**src/hdl/tpm_consts.svh**
```systemverilog
// Constants of the table pointer move engine: widths, pointer values, limits.
// Assumes a word memory with one-cycle read latency.
// Function
// - Remove copies entry, then pointer minus one
// - Remove reads pointer from table first word
// - One remove move per scan while enabled
// - No remove moves once pointer is zero
// - Remove pointer one selects first data word
// - Remove sets limit flag at pointer zero
// - Flag holds until next flag user or scan end
// - Data entries start after pointer word
// - Remove destination is operand address
// - Store copies source, pointer plus one
// - Store reads pointer from table first word
// - Store pointer at length wraps to one
// - Store pointer zero or length hits entry one
// - Store increments pointer before selecting entry
// - Store sets limit flag at pointer equals length
// - Store moves nothing when pointer out of range
// - Store source is operand address
`ifndef TPM_CONSTS_SVH
`define TPM_CONSTS_SVH
`define TPM_ADDR_W 16
`define TPM_DATA_W 16
`define TPM_LEN_W 8
`define TPM_PTR_ZERO 16'h0000
`define TPM_PTR_ONE 16'h0001
`define TPM_LEN_MAX 8'hFF
`endif

```
**src/hdl/tpm_pkg.sv**
```systemverilog
// Types of the table pointer move engine.
// Assumes tpm_consts.svh is on the include path.
`include "tpm_consts.svh"
package tpm_pkg;
	typedef logic [`TPM_ADDR_W-1:0] tpm_addr_t;
	typedef logic [`TPM_DATA_W-1:0] tpm_word_t;
	typedef enum logic {TPM_OP_REMOVE, TPM_OP_STORE} tpm_op_t;
	typedef enum {TPM_IDLE, TPM_RD_PTR, TPM_WAIT_PTR, TPM_RD_DATA,
		TPM_WAIT_DATA, TPM_WR_DATA, TPM_WR_PTR, TPM_DONE} tpm_state_t;
endpackage

```
**src/hdl/tpm_engine.sv**
```systemverilog
// Table pointer move engine: remove-from-bottom and store-to-table.
// Assumes one request per scan, word memory with one-cycle reads.
`include "tpm_consts.svh"
module tpm_engine
	import tpm_pkg::*;
(
	input wire logic clk,
	input wire logic srst,
	input wire logic exec,
	input wire tpm_op_t op,
	input wire logic [`TPM_LEN_W-1:0] table_len,
	input wire tpm_addr_t table_base,
	input wire tpm_addr_t operand_addr,
	input wire logic scan_end,
	input wire logic other_flag_op,
	input wire tpm_word_t mem_rdata,
	output logic mem_rd,
	output logic mem_wr,
	output tpm_addr_t mem_addr,
	output tpm_word_t mem_wdata,
	output logic busy,
	output logic done,
	output logic moved,
	output logic table_limit_flag
);
	tpm_state_t state_reg;
	tpm_op_t op_reg;
	logic [`TPM_LEN_W-1:0] len_reg;
	tpm_addr_t base_reg;
	tpm_addr_t opnd_reg;
	tpm_word_t ptr_reg;
	tpm_word_t data_reg;
	tpm_word_t ptr_new;
	tpm_addr_t entry_addr;
	logic move_ok;
	logic limit;
	logic rd_req;
	logic wr_req;
	tpm_addr_t req_addr;
	tpm_word_t req_data;

	tpm_ptr_calc u_calc (
		.op(op_reg),
		.ptr(ptr_reg),
		.len(len_reg),
		.base(base_reg),
		.ptr_new(ptr_new),
		.entry_addr(entry_addr),
		.move_ok(move_ok),
		.limit(limit)
	);

	// Sequence of one move
	always_ff @(posedge clk) begin
		if (srst) begin
			state_reg <= TPM_IDLE;
		end else begin
			unique case (state_reg)
				TPM_IDLE: begin
					if (exec) begin
						state_reg <= TPM_RD_PTR;
					end
				end
				TPM_RD_PTR: state_reg <= TPM_WAIT_PTR;
				TPM_WAIT_PTR: state_reg <= TPM_RD_DATA;
				TPM_RD_DATA: begin
					if (!move_ok) begin
						state_reg <= TPM_DONE;
					end else begin
						state_reg <= TPM_WAIT_DATA;
					end
				end
				TPM_WAIT_DATA: state_reg <= TPM_WR_DATA;
				TPM_WR_DATA: state_reg <= TPM_WR_PTR;
				TPM_WR_PTR: state_reg <= TPM_DONE;
				TPM_DONE: state_reg <= TPM_IDLE;
			endcase
		end
	end

	// Operands latched at request
	always_ff @(posedge clk) begin
		if (srst) begin
			op_reg <= TPM_OP_REMOVE;
			len_reg <= '0;
			base_reg <= '0;
			opnd_reg <= '0;
		end else if (state_reg == TPM_IDLE && exec) begin
			op_reg <= op;
			len_reg <= table_len;
			base_reg <= table_base;
			opnd_reg <= operand_addr;
		end
	end

	// Pointer and data captured from memory
	always_ff @(posedge clk) begin
		if (srst) begin
			ptr_reg <= '0;
			data_reg <= '0;
		end else begin
			if (state_reg == TPM_WAIT_PTR) begin
				ptr_reg <= mem_rdata;
			end
			if (state_reg == TPM_WAIT_DATA) begin
				data_reg <= mem_rdata;
			end
		end
	end

	// Memory requests per state
	always_comb begin
		rd_req = 1'b0;
		wr_req = 1'b0;
		req_addr = base_reg;
		req_data = '0;
		unique case (state_reg)
			TPM_RD_PTR: rd_req = 1'b1;
			TPM_RD_DATA: begin
				if (move_ok) begin
					rd_req = 1'b1;
					if (op_reg == TPM_OP_REMOVE) begin
						req_addr = entry_addr;
					end else begin
						req_addr = opnd_reg;
					end
				end
			end
			TPM_WR_DATA: begin
				wr_req = 1'b1;
				req_data = data_reg;
				if (op_reg == TPM_OP_REMOVE) begin
					req_addr = opnd_reg;
				end else begin
					req_addr = entry_addr;
				end
			end
			TPM_WR_PTR: begin
				wr_req = 1'b1;
				req_data = ptr_new;
			end
			default: begin
			end
		endcase
	end

	tpm_mem_port u_port (
		.clk(clk),
		.srst(srst),
		.rd_req(rd_req),
		.wr_req(wr_req),
		.addr_in(req_addr),
		.data_in(req_data),
		.mem_rd(mem_rd),
		.mem_wr(mem_wr),
		.mem_addr(mem_addr),
		.mem_wdata(mem_wdata)
	);

	// Status outputs
	always_ff @(posedge clk) begin
		if (srst) begin
			busy <= 1'b0;
			done <= 1'b0;
			moved <= 1'b0;
		end else begin
			busy <= (state_reg == TPM_IDLE && exec) ||
				(state_reg != TPM_IDLE && state_reg != TPM_DONE);
			done <= (state_reg == TPM_WR_PTR) ||
				(state_reg == TPM_RD_DATA && !move_ok);
			moved <= (state_reg == TPM_WR_PTR);
		end
	end

	// Limit flag: loaded by a move or a refused move, cleared by scan end or other user
	always_ff @(posedge clk) begin
		if (srst) begin
			table_limit_flag <= 1'b0;
		end else if (state_reg == TPM_WR_PTR) begin
			table_limit_flag <= limit;
		end else if (state_reg == TPM_RD_DATA && !move_ok) begin
			table_limit_flag <= (op_reg == TPM_OP_REMOVE);
		end else if (scan_end || other_flag_op) begin
			table_limit_flag <= 1'b0;
		end
	end
endmodule

```
**src/hdl/tpm_ptr_calc.sv**
```systemverilog
// Next pointer, entry address and limit flag for both operations.
// Purely combinational; fed by registered operands.
`include "tpm_consts.svh"
module tpm_ptr_calc
	import tpm_pkg::*;
(
	input wire tpm_op_t op,
	input wire tpm_word_t ptr,
	input wire logic [`TPM_LEN_W-1:0] len,
	input wire tpm_addr_t base,
	output tpm_word_t ptr_new,
	output tpm_addr_t entry_addr,
	output logic move_ok,
	output logic limit
);
	tpm_word_t len_w;
	tpm_word_t sel;
	assign len_w = {{(`TPM_DATA_W-`TPM_LEN_W){1'b0}}, len};
	always_comb begin
		if (op == TPM_OP_REMOVE) begin
			move_ok = (ptr != `TPM_PTR_ZERO);
			ptr_new = ptr - `TPM_PTR_ONE;
			sel = ptr;
			limit = (ptr_new == `TPM_PTR_ZERO);
		end else begin
			move_ok = (ptr <= len_w);
			if (ptr == len_w || ptr == `TPM_PTR_ZERO) begin
				ptr_new = `TPM_PTR_ONE;
			end else begin
				ptr_new = ptr + `TPM_PTR_ONE;
			end
			sel = ptr_new;
			limit = (ptr_new == len_w);
		end
	end
	assign entry_addr = base + sel;
endmodule

```
**src/hdl/tpm_mem_port.sv**
```systemverilog
// Registered word memory request port.
// Assumes read data returns one cycle after a read request.
`include "tpm_consts.svh"
module tpm_mem_port
	import tpm_pkg::*;
(
	input wire logic clk,
	input wire logic srst,
	input wire logic rd_req,
	input wire logic wr_req,
	input wire tpm_addr_t addr_in,
	input wire tpm_word_t data_in,
	output logic mem_rd,
	output logic mem_wr,
	output tpm_addr_t mem_addr,
	output tpm_word_t mem_wdata
);
	always_ff @(posedge clk) begin
		if (srst) begin
			mem_rd <= 1'b0;
			mem_wr <= 1'b0;
			mem_addr <= '0;
			mem_wdata <= '0;
		end else begin
			mem_rd <= rd_req;
			mem_wr <= wr_req;
			if (rd_req || wr_req) begin
				mem_addr <= addr_in;
				mem_wdata <= data_in;
			end
		end
	end
endmodule

```
**config.mk**
```make
export PLATFORM = sky130hd
export DESIGN_NAME = tpm_engine
export DESIGN_NICKNAME = d
export VERILOG_FILES = /design/src/hdl/tpm_pkg.sv /design/src/hdl/tpm_engine.sv /design/src/hdl/tpm_ptr_calc.sv /design/src/hdl/tpm_mem_port.sv
export VERILOG_INCLUDE_DIRS = /design/src /design/src/hdl
export SDC_FILE = /design/constraint.sdc
export NUM_CORES = 1
export LEC_CHECK = 0
export CAP_MARGIN = 40
export CORE_ASPECT_RATIO = 0.75
export CORE_MARGIN = 1
export CORE_UTILIZATION = 50
export CTS_CLUSTER_SIZE = 12
export DETAILED_ROUTE_END_ITERATION = 7
export DONT_BUFFER_PORTS = 1
export HOLD_SLACK_MARGIN = 0.05
export SYNTH_ARGS = -nofsm -noshare
export SYNTH_HDL_FRONTEND = slang
export SYNTH_SLANG_ARGS = --single-unit
```
**constraint.sdc**
```tcl
create_clock -name clk -period 5.7 [get_ports clk]
set_input_delay 0.285 -clock clk [delete_from_list [all_inputs] [get_ports clk]]
set_output_delay 0.285 -clock clk [all_outputs]
set_load 0.02 [all_outputs]
```
# Word-level counts from Yosys, hierarchy flattened
# Index checks and enable logic that the tools add are counted.
dict set report op_classes {
  addsub 3
  magnitude_cmp 1
  n_eq_ne 15
  mux 20
  bitwise_logic 1
  n_reduce_logical 17
}
# cell n
set op_table {}
lappend op_table {{$pmux W32 S8} 1}
lappend op_table {{$eq A32 B3 Y1 const B} 6}
lappend op_table {{$mux W16} 7}
lappend op_table {{$eq A32 B2 Y1 const B} 2}
lappend op_table {{$eq A32 B4 Y1 const B} 2}
lappend op_table {{$logic_not A32 Y1} 2}
lappend op_table {{$pmux W16 S2} 2}
lappend op_table {{$eq A16 B8 Y1} 2}
lappend op_table {{$eq A32 B1 Y1 const B} 1}
lappend op_table {{$logic_not A16 Y1} 2}
lappend op_table {{$mux W32} 1}
lappend op_table {{$ne A32 B4 Y1 const B} 1}
lappend op_table {{$reduce_bool A32 Y1} 1}
lappend op_table {{$add A16 B1 Y16 const B} 1}
lappend op_table {{$add A16 B16 Y16} 1}
lappend op_table {{$le A16 B8 Y1} 1}
lappend op_table {{$reduce_bool A16 Y1} 1}
lappend op_table {{$sub A16 B1 Y16 const B} 1}
lappend op_table {{$mux W1} 7}
lappend op_table {{$logic_or A1 B1 Y1} 5}
lappend op_table {{$logic_and A1 B1 Y1} 3}
lappend op_table {{$reduce_bool A3 Y1} 1}
lappend op_table {{$mux W2} 1}
lappend op_table {{$ne A2 B2 Y1 const B} 1}
lappend op_table {{other kinds (4)} 4}
dict set report word_totals {
  register_bits 143
  inputBits 62
  output_inout_bits 38
  elab_cells 72
}

# Depth between registers and ports, before layout
dict set report logic_depth {
  ltp_word 9
  mapped_depth 19
  depth_no_buf 17
}

# Hierarchy
# Synthesis repeated with hierarchy kept, for this count alone.
dict set report unflattened {
  cells_unflattened 927
  hier_area_um2 7195.7
}
# mod n_inst cells_per_inst area_per_inst_um2 seq_area_each_um2
set by_module_without_submodules {}
lappend by_module_without_submodules {tpm_engine 1 429 3452.1 1601.5}
lappend by_module_without_submodules {tpm_ptr_calc 1 348 2306.0 0.0}
lappend by_module_without_submodules {tpm_mem_port 1 150 1437.6 680.7}

# Worst setup path after synthesis
# OpenSTA, ideal clock, no wires.
dict set report synth_path {
  path_type {register to register}
  from {register ptr_reg[8]}
  to {register u_port.mem_addr[14]}
  setup_ns 0.091
  arrival_time_ns 4.164
  required_ns 5.609
  slack_ns 1.445
  path_stages_with_launch 16
  n_path_buf 2
  period_less_slack_ns 4.255
  path_cell_list {dfxtp_1 > buf_6 > or4_4 > nor4_4 > o21ai_0 > clkbuf_1 > a32o_1 > ha_1 > a2111oi_0 > nor4_1 > a221oi_1 > nor3_1 > mux2i_1 > a311o_1 > a21o_1 > a311oi_1}
}
dict set report synth_via {
  elab_chain_cells 9
  elab_cells_between_ends 18
  classes_between {add/sub: 2; order compare: 1; eq/ne: 1; mux: 10; reduce/logical: 4}
}
# item line
set synth_rtl {}
lappend synth_rtl {{start: declaration} tpm_engine.sv:31} ;# tpm_word_t ptr_reg;
lappend synth_rtl {{start signal: assignment} tpm_engine.sv:103} ;# ptr_reg <= mem_rdata;
lappend synth_rtl {{branches (longest 9 deep; another with $add A16 B1 Y16)} n/a}
lappend synth_rtl {{end signal: assignment} tpm_mem_port.sv:28} ;# mem_addr <= addr_in;
lappend synth_rtl {{end: declaration} tpm_mem_port.sv:15} ;# output tpm_addr_t mem_addr,
# Several ways; the timed one is not identified. The select of a mux whose other input is x is not followed.
# A chain may end at the register's enable or synchronous reset.

# Worst setup path in the final report
dict set report layout_path {
  from {register ptr_reg[4]}
  to {register u_port.mem_addr[14]}
}
# The elaborated chain is that of the path after synthesis.

==> flow_metrics.py <==
metrics = {
    "outcome": {
        "status": "completed",
    },
    "place": {
        "place_congestion": 0.956,
        "port_buffers": 0,
        "dp.cells": 1035,
        "place_hpwl_mm": 15.6,
        "place_area_um2": 6950,
    },
    "sta": {
        "finalHoldViolations": 0,
        "fin_setup_tns_ns": 0,
        "slew_headroom_pct": 38.2,
        "fmax_mhz": 193,
        "finalSetupViolCount": 0,
        "hold_ws_ns": 0.104,
        "worst_clock_skew_ns": 0.00975,
        "fin_crit_ns": 5.17,
        "period_share_pct": 90.7,
        "tightest_slew_ns": 0.928,
        "rsz0062_at_grt": "no",
        "maxSlewViolCount": 0,
    },
    "cts": {
        "cts-buffers-inserted": 17,
        "htreeDepth": 4,
        "cts_tree": "built",
        "cts_buffer_depth": 2,
        "clk_latency_ns": 0.43,
        "clkSinkCount": 114,
        "path_clk_slew_ns": 0.05,
        "cts_root_buf": "clkbuf_16",
        "cts_resized": 0,
    },
    "logic_synthesis": {
        "synth_area_leaders": "dfxtp_1 (33%), nand2_1 (10%), a21oi_1 (7.7%), ha_1 (5.2%), nor2_1 (4.2%)",
        "synth_most_common_cell": "nand2_1",
        "yosys_warnings": 0,
        "ys_top_cells_by_count": "nand2_1 (192), dfxtp_1 (114), a21oi_1 (107)",
        "synth.distinct_cells": 69,
        "ys_seq_area_share_pct": 32.9,
        "syn_nets": 1013,
        "synth_ff_type": "dfxtp_1",
        "yosysTopAreaCellShare_pct": 32.9,
        "ys_ff_latch": 114,
        "syn_inst": 921,
        "syn_area_um2": 6940,
        "synth_top_area_cell": "dfxtp_1",
        "synth_edf_count": 0,
        "synthArstFlopShare_pct": 0,
        "syn_area_per_cell_um2": 7.53,
    },
    "critical_path": {
        "r2r-end": "u_port.mem_addr[14]",
        "r2r_cells": 15,
        "max_stage_delay_ns": 0.55,
        "crit_path_end_kind": "register",
        "path_cells": "buf_4, or4_1, nor4b_2, o21a_1, o21ai_0, a32o_1, ha_1, a2111oi_0, nor4_1, a221oi_1, nor3_1, mux2i_1, a311o_1, a21o_1, a311oi_1",
        "ff2ff_setup_slack_ns": 0.53,
        "path_class": "reg -> reg",
        "rr_startpoint": "ptr_reg[4]",
        "arrival_ns": 5.51,
        "required_ns": 6.04,
        "worstSetupStartpointType": "register",
        "critPathSlowestCell": "or4_1",
        "cp_max_fo": 15,
    },
    "floorplan": {
        "ios": 100,
        "core_area_um2": 13200,
        "die_w_um": 138,
        "start_util_pct": 52.4,
        "rows": 36,
        "die_area_um2": 14400,
        "die_h_um": 104,
    },
    "drt": {
        "drc": 0,
        "drt-vias-per-instance": 6.25,
        "first_iter_violations": 779,
        "routed_wl_mm": 22.0,
        "firstDrtPassIters": 6,
        "vias": 7032,
        "ant_nets": 0,
        "wire_per_inst_um": 19.5,
    },
    "worst_hold_path": {
        "hold_end": "busy",
        "hold_path_startpoint": "exec",
        "worstHoldPathCells": 2,
        "hp-class": "in -> reg",
    },
    "cells_and_area": {
        "synthToLayoutAreaGrowth_pct": 18.3,
        "final_cell_area_um2": 8210,
        "layout-drive-gt1-share_pct": 7.23,
        "finalNetCount": 1035,
        "post-route-util_pct": 62.0,
        "antenna_cells": 0,
        "finalNonFillerCells": 1126,
    },
    "global_routing": {
        "antenna_found_initial": 0,
        "grt_usage_pct": 31.0,
        "grt_pass1_wl_mm": 34.9,
        "grt_pass1_vias": 6491,
        "grt_max_degree": 114,
        "gr-total-overflow": 0,
    },
    "power": {
        "powerDensity_nw_per_um2": 338,
        "p_leak_uw": 0.00303,
        "peakVddDrop_mv": 0.236,
    },
    "job": {
        "drv_cap": 0,
    },
}
-- stage by stage --
step | worst slack (ns) | power (uW)
final | 0.530 | 2770
after global routing | 0.116 | 2890
after CTS | 0.586 | 2770
after detailed placement | 0.632 | 1580
after global placement | 0.877 | 1560
after floorplan | 1.44 | 1450
-- report_power, final --
group	switching [uW]	total (uW)	internal [uW]
clock	391	1140	752
sequential	114	972	859
combinational	415	659	244
total	920	2770	1850
-- worst max-delay path by stage --
| stage | end | startpoint | cells after the start |
|---|---|---|---|
| finish | u_port.mem_addr[14] | ptr_reg[4] | 15 |
| floorplan | u_port.mem_addr[14] | ptr_reg[8] | 15 |
| global route | u_port.mem_addr[14] | ptr_reg[9] | 14 |
| detailed placement | u_port.mem_addr[14] | ptr_reg[9] | 14 |
| CTS | u_port.mem_addr[14] | ptr_reg[9] | 14 |
| global placement | u_port.mem_addr[14] | ptr_reg[9] | 14 |
-- cells by family after synthesis --
family	after synthesis	share of synthesized area [%]
mux	12	1.77
compound gates	253	24.1
flops	114	32.9
fa+ha+maj	30	5.52
xor+xnor	44	5.55
buf+inv	87	5.37
simple gates	381	24.8
-- cells in the final DEF, fill, tap and decap left out, drive strengths merged, types with 4 or more instances in the layout --
master and count:
xnor2 25, o21a 4, and3 7, buf 14, o32ai 5, nor3 26
a21oi 111, nor2 78, a311oi 5, ha 29, nand3 20, dlygate4sd3 59
and2 6, o21ai 33, inv 17, dfxtp 114, o211ai 14, nand4 7
nor3b 5, clkbuf 19, nor2b 6, a211oi 14, bufinv 4, or3 7
o21bai 4, o31ai 7, clkinv 5, nand2 192, a31oi 7, mux2i 10
a222oi 11, a221oi 10, xor2 19, nor4 12, a21o 5
-- worst max-delay path: cells and delay by family, from the launching register on --
kind                     cells  cell delay, ns
flip-flops                   1            0.29
AO/OA/AOI/OAI                8            2.76
multiplexers                 1            0.18
AND/OR/NAND/NOR              4            1.32
buffers and inverters        1            0.18
adder cells (fa/ha/maj)      1            0.35
-- repair_timing --
action / 4_1_cts / 5_1_grt
hold endpoints to repair: 113 / 0
buffers inserted: 0 / 0
hold buffers: 60 / 0
-- cell type report --
type | count | area [um^2]
Inverter | 17 | 63.8
Tap cell | 171 | 214
Multi-Input combinational cell | 720 | 4290
Clock buffer | 19 | 453
Fill cell | 1186 | 5030
Clock inverter | 12 | 183
Sequential cell | 114 | 2280
Timing Repair Buffer | 73 | 723
-- per-layer routing --
metal,vias to the layer above,part of all wire (%),GRT usage (%)
met5,-,0,0
met4,0,1.4,9.34
met3,30,9.4,7.92
met2,320,43,46.3
met1,3343,46,43.5
li1,3339,-,-
No activity file was read; power rests on OpenSTA's default activity.
